[config.mk]
export PLATFORM = sky130hd
export DESIGN_NAME = lsc_top
export DESIGN_NICKNAME = d
export VERILOG_FILES = /design/src/lsc_integ.v /design/src/lsc_top.v
export VERILOG_INCLUDE_DIRS = /design/src
export SDC_FILE = /design/constraint.sdc
export NUM_CORES = 1
export LEC_CHECK = 0
export ABC_AREA = 1
export BUFFER_PORTS_ARGS = -buffer_cell sky130_fd_sc_hd__buf_4
export CAP_MARGIN = 5
export CORE_MARGIN = 5
export CORE_UTILIZATION = 54
export CTS_CLUSTER_SIZE = 28
export DETAILED_ROUTE_END_ITERATION = 8
export PLACE_DENSITY = 0.71
export RECOVER_POWER = 50
export SKIP_LAST_GASP = 1
export SLEW_MARGIN = 20
export SYNTH_ARGS = -nofsm -noshare
export SYNTH_HDL_FRONTEND = slang
export SYNTH_SLANG_ARGS = --single-unit
[constraint.sdc]
create_clock -name I_CLK_SYS -period 2.75 [get_ports I_CLK_SYS]
set_clock_uncertainty 0.2 [all_clocks]
set_input_delay 0.55 -clock I_CLK_SYS [delete_from_list [all_inputs] [get_ports I_CLK_SYS]]
set_output_delay 0.55 -clock I_CLK_SYS [all_outputs]
set_load 0.005 [all_outputs]
[src/lsc_regs.vh]
// Purpose: constants of the light sensor command and readout block
// Assumes: included by the design files by bare name
// Notes: definitions only
`ifndef LSC_REGS_VH
`define LSC_REGS_VH

// ----------------------------------------
// bus address and data register indices
// ----------------------------------------
`define LSC_DEV_ADDR 7'h44
`define LSC_REG_RES_LO 3'h0
`define LSC_REG_RES_HI 3'h1
`define LSC_REG_CNT_LO 3'h2
`define LSC_REG_CNT_HI 3'h3
`define LSC_NBYTES_INT 3'h2
`define LSC_NBYTES_EXT 3'h4

// ----------------------------------------
// command codes
// ----------------------------------------
`define LSC_CMD_VIS_INT 8'h00
`define LSC_CMD_IR_INT 8'h04
`define LSC_CMD_DIFF_INT 8'h08
`define LSC_CMD_VIS_EXT 8'h30
`define LSC_CMD_IR_EXT 8'h34
`define LSC_CMD_DIFF_EXT 8'h38
`define LSC_CMD_PWRDN 8'h8c
`define LSC_CMD_CONV_RST 8'h0c
`define LSC_CMD_TEST_BIT 7
`define LSC_CMD_RESET_VAL 8'h0c

// ----------------------------------------
// converter source select codes
// ----------------------------------------
`define LSC_SEL_VIS 2'h0
`define LSC_SEL_IR 2'h1
`define LSC_SEL_DIFF 2'h2
`define LSC_SEL_NONE 2'h3

// ----------------------------------------
// timing: oscillator rate in Hz, periods in ms and in oscillator cycles
// ----------------------------------------
`define LSC_OSC_NOM_HZ 327600
`define LSC_T_INT_MS 100
`define LSC_T_DIFF_MS 200
`define LSC_INT_CYCLES 17'h08000
`define LSC_INT_LAST 16'h7fff

`endif

[src/lsc_integ.v]
// Purpose: integration counter and period timer
// Assumes: i_tick is a one-cycle pulse per oscillator cycle, same clock
// Notes: internal periods end by count, external ones by i_ext_end
`timescale 1ns/1ns
`include "lsc_regs.vh"
module lsc_integ (
   // clock and control
   input wire i_clk,
   input wire i_rst,
   input wire i_ce,
   // timing controls
   input wire i_tick,
   input wire i_run,
   input wire i_internal,
   input wire i_diff,
   input wire i_restart,
   input wire i_ext_end,
   // results
   output reg o_period_end,
   output reg o_half,
   output reg [15:0] o_count
);

   reg [15:0] cnt_q;
   wire [15:0] cnt_inc = cnt_q + {15'h0000, i_tick};
   wire int_last = i_run && i_internal && i_tick && (cnt_q == `LSC_INT_LAST);

   // ----------------------------------------
   // counter and period end
   // ----------------------------------------
   always @(posedge i_clk) begin
      if (i_rst) begin
         cnt_q <= 16'h0000;
         o_period_end <= 1'b0;
         o_half <= 1'b0;
         o_count <= 16'h0000;
      end else if (i_ce) begin
         o_period_end <= 1'b0;
         if (i_restart || !i_run) begin
            cnt_q <= 16'h0000;
            o_half <= 1'b0;
         end else if (i_ext_end && !i_internal) begin
            o_count <= cnt_inc;
            o_period_end <= 1'b1;
            cnt_q <= 16'h0000;
         end else if (int_last) begin
            // difference mode runs two halves back to back
            cnt_q <= 16'h0000;
            if (i_diff && !o_half) begin
               o_half <= 1'b1;
            end else begin
               o_half <= 1'b0;
               o_count <= cnt_inc;
               o_period_end <= 1'b1;
            end
         end else begin
            cnt_q <= cnt_inc;
         end
      end
   end

endmodule // lsc_integ

[src/lsc_top.v]
// Purpose: command decode and result readout of an ambient light sensor
// Assumes: bus pins and oscillator arrive asynchronously; converter data on I_CLK_SYS
// Notes: open-drain data pin as input, output and enable; clock line is input only
`timescale 1ns/1ns
`include "lsc_regs.vh"
// Notes on behaviour
// - 00H visible, 04H infrared: unsigned 16-bit, self-timed nominal 100ms.
// - 08H visible minus infrared, two's complement, self-timed over two periods.
// - 30H and 34H externally timed; each repeat ends one period, starts next.
// - 38H difference externally timed; each repeated 38H closes and reopens integration.
// - other bytes with top bit set, except 8CH power down, are a test; reads return the command value.
// - no register address; reads always stream from the first data register.
// - result low byte first, then high byte.
// - counter low then high byte follow the result.
// - each oscillator cycle during integration with I_CE high increments the 16-bit integration counter.
// - counter copied to its registers at each period end with the result.
// - internally timed modes offer only the two result bytes.
// - internal period is exactly 32768 oscillator cycles.
// - nominal oscillator 327.6kHz gives the 100ms period.
// - only bus address 1000100 is answered.
// - each write replaces the command; operation holds until next write.
// - data registers change only when a conversion completes.
module lsc_top (
   // clock, reset, enable
   input wire I_CLK_SYS,
   input wire I_RST,
   input wire I_CE,
   // serial bus pins
   input wire I_SCL,
   input wire I_SDA,
   output reg O_SDA_OUT,
   output reg O_SDA_OE,
   // oscillator and converter
   input wire I_OSC_CLK,
   input wire [15:0] I_CONV_DATA,
   output reg [1:0] O_CONV_SEL,
   output reg O_CONV_HALF,
   output reg O_CONV_DONE,
   output reg O_PWRDN,
   output reg O_CONV_RST
);

   localparam ST_IDLE = 3'h0;
   localparam ST_ADDR = 3'h1;
   localparam ST_AACK = 3'h2;
   localparam ST_WDAT = 3'h3;
   localparam ST_WACK = 3'h4;
   localparam ST_RDAT = 3'h5;
   localparam ST_RACK = 3'h6;

   function is_ext(input [7:0] c);
      is_ext = (c == `LSC_CMD_VIS_EXT) || (c == `LSC_CMD_IR_EXT) || (c == `LSC_CMD_DIFF_EXT);
   endfunction

   function is_int(input [7:0] c);
      is_int = (c == `LSC_CMD_VIS_INT) || (c == `LSC_CMD_IR_INT) || (c == `LSC_CMD_DIFF_INT);
   endfunction

   function [7:0] rd_byte(input [2:0] i, input [31:0] s, input [7:0] c);
      begin
         if (c[`LSC_CMD_TEST_BIT] && c != `LSC_CMD_PWRDN)
            rd_byte = c;
         else begin
            case (i)
               `LSC_REG_RES_LO: rd_byte = s[7:0];
               `LSC_REG_RES_HI: rd_byte = s[15:8];
               `LSC_REG_CNT_LO: rd_byte = s[23:16];
               `LSC_REG_CNT_HI: rd_byte = s[31:24];
               default: rd_byte = 8'hff;
            endcase
         end
      end
   endfunction

   // ----------------------------------------
   // synchronisers and edge detection
   // ----------------------------------------
   reg scl_s1_q, scl_s2_q, scl_s3_q;
   reg sda_s1_q, sda_s2_q, sda_s3_q;
   reg osc_s1_q, osc_s2_q, osc_s3_q;
   always @(posedge I_CLK_SYS) begin
      if (I_RST) begin
         {scl_s1_q, scl_s2_q, scl_s3_q} <= 3'h7;
         {sda_s1_q, sda_s2_q, sda_s3_q} <= 3'h7;
         {osc_s1_q, osc_s2_q, osc_s3_q} <= 3'h0;
      end else if (I_CE) begin
         {scl_s3_q, scl_s2_q, scl_s1_q} <= {scl_s2_q, scl_s1_q, I_SCL};
         {sda_s3_q, sda_s2_q, sda_s1_q} <= {sda_s2_q, sda_s1_q, I_SDA};
         {osc_s3_q, osc_s2_q, osc_s1_q} <= {osc_s2_q, osc_s1_q, I_OSC_CLK};
      end
   end
   wire scl_rise = scl_s2_q && !scl_s3_q;
   wire scl_fall = !scl_s2_q && scl_s3_q;
   wire bus_start = scl_s2_q && scl_s3_q && sda_s3_q && !sda_s2_q;
   wire bus_stop = scl_s2_q && scl_s3_q && !sda_s3_q && sda_s2_q;
   wire osc_tick = osc_s2_q && !osc_s3_q;

   // ----------------------------------------
   // command register and data registers
   // ----------------------------------------
   reg [7:0] cmd_q;
   reg [15:0] res_q, cnt_reg_q;
   reg cmd_wr_q;
   reg [7:0] wr_val_q;
   wire [15:0] integ_count;
   wire period_end, integ_half;
   wire cmd_run = is_int(cmd_q) || is_ext(cmd_q);
   wire same_ext = cmd_wr_q && is_ext(wr_val_q) && (wr_val_q == cmd_q);
   wire restart = cmd_wr_q && !same_ext;

   always @(posedge I_CLK_SYS) begin
      if (I_RST) begin
         cmd_q <= `LSC_CMD_RESET_VAL;
         res_q <= 16'h0000;
         cnt_reg_q <= 16'h0000;
         O_CONV_SEL <= `LSC_SEL_NONE;
         O_CONV_HALF <= 1'b0;
         O_CONV_DONE <= 1'b0;
         O_PWRDN <= 1'b0;
         O_CONV_RST <= 1'b1;
      end else if (I_CE) begin
         if (cmd_wr_q)
            cmd_q <= wr_val_q;
         // capture only after the period closed, so result and count pair
         if (period_end) begin
            res_q <= I_CONV_DATA;
            cnt_reg_q <= integ_count;
         end
         O_CONV_DONE <= period_end;
         O_CONV_HALF <= integ_half;
         O_PWRDN <= (cmd_q == `LSC_CMD_PWRDN);
         O_CONV_RST <= (cmd_q == `LSC_CMD_CONV_RST) || restart;
         if (cmd_q == `LSC_CMD_VIS_INT || cmd_q == `LSC_CMD_VIS_EXT)
            O_CONV_SEL <= `LSC_SEL_VIS;
         else if (cmd_q == `LSC_CMD_IR_INT || cmd_q == `LSC_CMD_IR_EXT)
            O_CONV_SEL <= `LSC_SEL_IR;
         else if (cmd_q == `LSC_CMD_DIFF_INT || cmd_q == `LSC_CMD_DIFF_EXT)
            O_CONV_SEL <= `LSC_SEL_DIFF;
         else
            O_CONV_SEL <= `LSC_SEL_NONE;
      end
   end

   // ----------------------------------------
   // integration timing
   // ----------------------------------------
   lsc_integ u_integ (
      .i_clk(I_CLK_SYS),
      .i_rst(I_RST),
      .i_ce(I_CE),
      .i_tick(osc_tick),
      .i_run(cmd_run),
      .i_internal(is_int(cmd_q)),
      .i_diff(cmd_q == `LSC_CMD_DIFF_INT),
      .i_restart(restart),
      .i_ext_end(same_ext),
      .o_period_end(period_end),
      .o_half(integ_half),
      .o_count(integ_count)
   );

   // ----------------------------------------
   // serial bus slave
   // ----------------------------------------
   reg [2:0] st_q;
   reg [3:0] bit_q;
   reg [7:0] shift_q, tx_q;
   reg rw_q, avail_q;
   reg [2:0] idx_q;
   reg [31:0] snap_q;
   // internal modes stop after the result; external and test give all four
   wire [2:0] nbytes = is_int(cmd_q) ? `LSC_NBYTES_INT : `LSC_NBYTES_EXT;
   wire [7:0] next_byte = rd_byte(idx_q, snap_q, cmd_q);

   always @(posedge I_CLK_SYS) begin
      if (I_RST) begin
         st_q <= ST_IDLE;
         bit_q <= 4'h0;
         shift_q <= 8'h00;
         tx_q <= 8'h00;
         rw_q <= 1'b0;
         avail_q <= 1'b0;
         idx_q <= 3'h0;
         snap_q <= 32'h00000000;
         cmd_wr_q <= 1'b0;
         wr_val_q <= 8'h00;
         O_SDA_OUT <= 1'b0;
         O_SDA_OE <= 1'b0;
      end else if (I_CE) begin
         cmd_wr_q <= 1'b0;
         if (bus_start) begin
            st_q <= ST_ADDR;
            bit_q <= 4'h0;
            O_SDA_OE <= 1'b0;
         end else if (bus_stop) begin
            st_q <= ST_IDLE;
            O_SDA_OE <= 1'b0;
         end else begin
            case (st_q)
               ST_ADDR, ST_WDAT: begin
                  if (scl_rise && bit_q != 4'h8) begin
                     shift_q <= {shift_q[6:0], sda_s2_q};
                     bit_q <= bit_q + 4'h1;
                  end else if (scl_fall && bit_q == 4'h8) begin
                     if (st_q == ST_WDAT) begin
                        O_SDA_OE <= 1'b1;
                        wr_val_q <= shift_q;
                        cmd_wr_q <= 1'b1;
                        st_q <= ST_WACK;
                     end else if (shift_q[7:1] == `LSC_DEV_ADDR) begin
                        O_SDA_OE <= 1'b1;
                        rw_q <= shift_q[0];
                        idx_q <= `LSC_REG_RES_LO;
                        snap_q <= {cnt_reg_q, res_q};
                        st_q <= ST_AACK;
                     end else
                        st_q <= ST_IDLE;
                  end
               end
               ST_WACK: begin
                  if (scl_fall) begin
                     O_SDA_OE <= 1'b0;
                     bit_q <= 4'h0;
                     st_q <= ST_WDAT;
                  end
               end
               ST_AACK, ST_RACK: begin
                  if (st_q == ST_RACK && scl_rise && sda_s2_q)
                     st_q <= ST_IDLE;
                  else if (scl_fall && st_q == ST_AACK && !rw_q) begin
                     O_SDA_OE <= 1'b0;
                     bit_q <= 4'h0;
                     st_q <= ST_WDAT;
                  end else if (scl_fall) begin
                     avail_q <= (idx_q < nbytes);
                     tx_q <= next_byte;
                     O_SDA_OE <= (idx_q < nbytes) && !next_byte[7];
                     idx_q <= idx_q + 3'h1;
                     bit_q <= 4'h0;
                     st_q <= ST_RDAT;
                  end
               end
               ST_RDAT: begin
                  if (scl_fall) begin
                     if (bit_q == 4'h7) begin
                        O_SDA_OE <= 1'b0;
                        st_q <= ST_RACK;
                     end else begin
                        tx_q <= {tx_q[6:0], 1'b0};
                        O_SDA_OE <= avail_q && !tx_q[6];
                        bit_q <= bit_q + 4'h1;
                     end
                  end
               end
               default: st_q <= ST_IDLE;
            endcase
         end
      end
   end

endmodule // lsc_top

==> implementation parameters <==
Parameter                              Value

Finish
  Final cell count without fillers ... 1,339
  Area growth from synthesis to layout ... 10.1%
  Layout fillers ... 1,365
  Combined area of the multi-input logic cells ... 3800 um2
  Antenna diode count ... 0
  Register area ... 3160 um2
  Final Cell Area ... 8480 um2
  Proportion of layout cells with a drive suffix above 1 ... 8.97%
  Total Nets Final ... 1,180

Worst setup path
  Crit path launch type ... input pin
  Crit Path Max Fanout ... 36
  Stage delay of the slowest cell on the critical path ... 0.79 ns
  Series of cell instances along the critical path ... clkbuf_2, inv_1, buf_4, o21ai_0, nor2_1
  CP max-delay cell ... sky130_fd_sc_hd__inv_1
  Worst Path Required ... 2.91 ns
  Crit Path Category ... in2reg
  Data arrival time of the critical path ... 2.54 ns
  Critical path's top delay family ... buffers and inverters
  Type of destination of the critical path ... flop
  Buffering stage count on the worst path with inverters included ... 3

Detailed routing
  Number of vias after detailed routing ... 7,018
  First-iteration detailed-routing DRC count ... 633
  DR DRC count ... 0
  Via-per-instance ratio ... 5.24
  Wire length per cell after detailed routing ... 13.4 um
  Wire length after detailed routing ... 18,000 um
  Number of nets with antenna violations after detailed routing ... 0
  Drt first pass iters ... 7

CTS
  Post-CTS setup buffer count ... 0
  CTS resizes ... 0
  Hold-fix buffer count after cts ... 0
  Deepest level of the CTS H-tree ... 4
  TritonCTS clock tree ... done
  # clock sinks ... 158
  Clock Tree Buf Depth ... 2
  CTS buffer count ... 17
  Clock transition at the register clock pins on the worst setup and hold paths after CTS ... 0.06 ns
  Buffer type at the clock tree root ... sky130_fd_sc_hd__clkbuf_16
  Clk Latency, worst-skew pair ... 0.42 ns

Yosys
  Number of warnings printed during yosys synthesis ... 0
  Syn Inst Count ... 1,141
  Post-synthesis mux area share ... 0%
  Fraction of registers with async set or reset after synthesis ... 0%
  Count of state elements after synthesis ... 158
  Flip-flop cell with the highest count after synthesis ... sky130_fd_sc_hd__dfxtp_1
  Average footprint of a synthesized cell ... 6.75 um2
  EDFF count, synth ... 0
  Post-Synth Simple-Gate Area ... 29.4%
  Yosys top cell by area ... sky130_fd_sc_hd__dfxtp_1
  Synthesized Nets ... 1,173
  Area fraction in compound gates after synthesis ... 17.5%
  Top cells by area, synth ... sky130_fd_sc_hd__dfxtp_1 41%, sky130_fd_sc_hd__nand2_1 10%, sky130_fd_sc_hd__nor2_1 10%
  Seq/Total Area, Yosys ... 41.1%
  Post-Synth XOR/XNOR Area ... 0.909%
  Ranking of synthesized cells by instance count ... 214 x sky130_fd_sc_hd__nand2_1, 214 x sky130_fd_sc_hd__nor2_1, 158 x sky130_fd_sc_hd__dfxtp_1
  Number of distinct standard cells referenced by the synthesized netlist ... 38
  Combinational family with the most area after synthesis ... simple AND/OR/NAND/NOR gates
  Post-synthesis share of cell area spent on full adders, half adders and majority gates ... 1.62%
  Post-Synthesis Cell Area ... 7700 um2
  Yosys top cell area share ... 41.1%

GRT
  Initial antenna violation count ... 0
  Global route overflow ... 0
  Largest net degree at the start of global routing ... 67
  Total track usage ... 22.2%
  First-pass GRT wire length ... 30,200 um
  Via count of the first global-routing pass ... 6,338

Place
  Number of port buffers ... 28
  Placed wire-length estimate ... 12,400 um
  GP Congestion ... 0.882
  Post-placement cell area ... 7980 um2
  Placed insts ... 1,309

Floorplanning
  Placeable core area ... 13,900 um2
  Effective utilization at floorplan ... 55.3%
  Chip height ... 129 um
  Number of top-level design ports ... 30
  Core Rows ... 43
  Width of the die ... 129 um
  DIE AREA ... 16,800 um2

Timing
  Final Setup Violations ... 0
  Final-report hold violation count ... 0
  Worst slew margin relative to its limit ... 39.0%
  Final max-slew violation count ... 0
  Post-layout minimum cycle time ... 2.39 ns
  Final TNS setup ... 0 ns
  Upper clock frequency limit ... 0.419 GHz
  Worst-margin pin slew ... 0.915 ns
  Post-route fraction of the period consumed by the critical path ... 86.8%
  Setup repair after global routing missed its margin ... no

Power and ir drop
  Peak ir drop on the vdd network ... 0.410 mV
  Leak ... 3.45 nW
  Power Density ... 593 nW/um2

Run status
  Outcome ... complete, no violations

Run
  Max-cap violations ... 0

Min path
  Path type of the worst min-delay path ... in2reg
==> layout make-up <==
cell class              count  area share (%)
clock buffers              19            5.10
multi-input cells         811            44.7
well taps                 180            2.65
inverters                 123            5.44
clock inverters            11            1.12
flip-flops and latches    158            37.3
repair buffers             37            3.64
==> where the power goes <==
group | total [W] | leakage, nW | internal, W | switching (W)
clock network | 0.00214 | 0.255 | 0.00123 | 0.000910
registers | 0.00238 | 1.28 | 0.00233 | 0.0000452
logic | 0.000516 | 1.92 | 0.000180 | 0.000336
total | 0.00503 | 3.45 | 0.00374 | 0.00129
==> logic make-up after synthesis <==
logic type                 Yosys count
other                                1
AOI/OAI and AO/OA                  252
buffers and inverters              172
xor gates and xnor gates             8
and+or+nand+nor                    540
DFF                                158
adders and majority gates           10
==> worst reg2reg max path, cell delays in order, from the launching register on <==
cell and delay [ns]:
sky130_fd_sc_hd__dfxtp_1 0.31, sky130_fd_sc_hd__inv_1 0.05, sky130_fd_sc_hd__nor2_1 0.17, sky130_fd_sc_hd__ha_1 0.24
sky130_fd_sc_hd__ha_1 0.20, sky130_fd_sc_hd__nand3_1 0.15, sky130_fd_sc_hd__nor2_2 0.22, sky130_fd_sc_hd__xor2_1 0.23
sky130_fd_sc_hd__nand2_1 0.08, sky130_fd_sc_hd__a21oi_1 0.13, sky130_fd_sc_hd__nand3_1 0.08, sky130_fd_sc_hd__a21oi_1 0.13
==> flip-flops by register name, indices dropped and copies added (netlist names), 2 cells and up <==
| signal | count |
|---|---|
| u_integ.cnt_q | 16 |
| tx_q | 7 |
| shift_q | 8 |
| res_q | 16 |
| O_CONV_SEL | 2 |
| st_q | 3 |
| cmd_q | 8 |
| cnt_reg_q | 16 |
| idx_q | 3 |
| bit_q | 4 |
| snap_q | 32 |
| wr_val_q | 8 |
| u_integ.o_count | 16 |
==> cells in the final DEF, fill, tap and decap left out, types with 3 or more instances in the layout <==
cell type / n
sky130_fd_sc_hd__clkinv_2: 5
sky130_fd_sc_hd__xor2_1: 8
sky130_fd_sc_hd__nand3_1: 44
sky130_fd_sc_hd__buf_4: 25
sky130_fd_sc_hd__nor2_2: 8
sky130_fd_sc_hd__nor2_1: 215
sky130_fd_sc_hd__a21boi_1: 3
sky130_fd_sc_hd__inv_1: 110
sky130_fd_sc_hd__clkbuf_4: 7
sky130_fd_sc_hd__o21bai_1: 16
sky130_fd_sc_hd__o21ai_0: 118
sky130_fd_sc_hd__o211ai_1: 3
sky130_fd_sc_hd__clkbuf_16: 17
sky130_fd_sc_hd__a21oi_1: 86
sky130_fd_sc_hd__nand2_2: 11
sky130_fd_sc_hd__clkinvlp_4: 3
sky130_fd_sc_hd__nor3_1: 26
sky130_fd_sc_hd__o21ai_1: 11
sky130_fd_sc_hd__buf_12: 3
sky130_fd_sc_hd__inv_2: 13
sky130_fd_sc_hd__dfxtp_1: 158
sky130_fd_sc_hd__ha_1: 10
sky130_fd_sc_hd__o22ai_1: 8
sky130_fd_sc_hd__nand4_1: 10
sky130_fd_sc_hd__clkbuf_1: 3
sky130_fd_sc_hd__nand2_1: 216
==> layer usage <==
layer  routed length (um)  GRT usage, %  up-vias
li1                     -             -     3683
met1                 8980          30.8     3140
met2                 7800          34.7      171
met3                  944          5.23       24
met4                  257          6.05        0
met5                    0             0        -
==> stage by stage <==
| stage | power [W] | hold WS (ns) | util, % | setup slack [ns] |
|---|---|---|---|---|
| 5_1_grt | 0.00526 | 0.146 | 60.9 | 0.153 |
| 2_1_floorplan | 0.00280 | 0.224 | - | 0.763 |
| 3_3_place_gp | 0.00294 | 0.235 | 57.3 | 0.581 |
| 6_report | 0.00503 | 0.146 | 60.9 | 0.363 |
| 3_5_place_dp | 0.00294 | 0.240 | 57.3 | 0.446 |
| 4_1_cts | 0.00508 | 0.136 | 61.0 | 0.532 |
==> worst paths after layout <==
check | from | endpoint | slack, ns | cells past startpoint
worst min register to register | snap_q[21] | snap_q[21] | 0.25 | 2
worst max-delay path | I_RST | cnt_reg_q[1] | 0.36 | 5
worst min-delay path | I_SDA | sda_s1_q | 0.15 | 3
worst max register to register | osc_s2_q | u_integ.cnt_q[6] | 0.49 | 11
(Power assumes the default switching activity.)
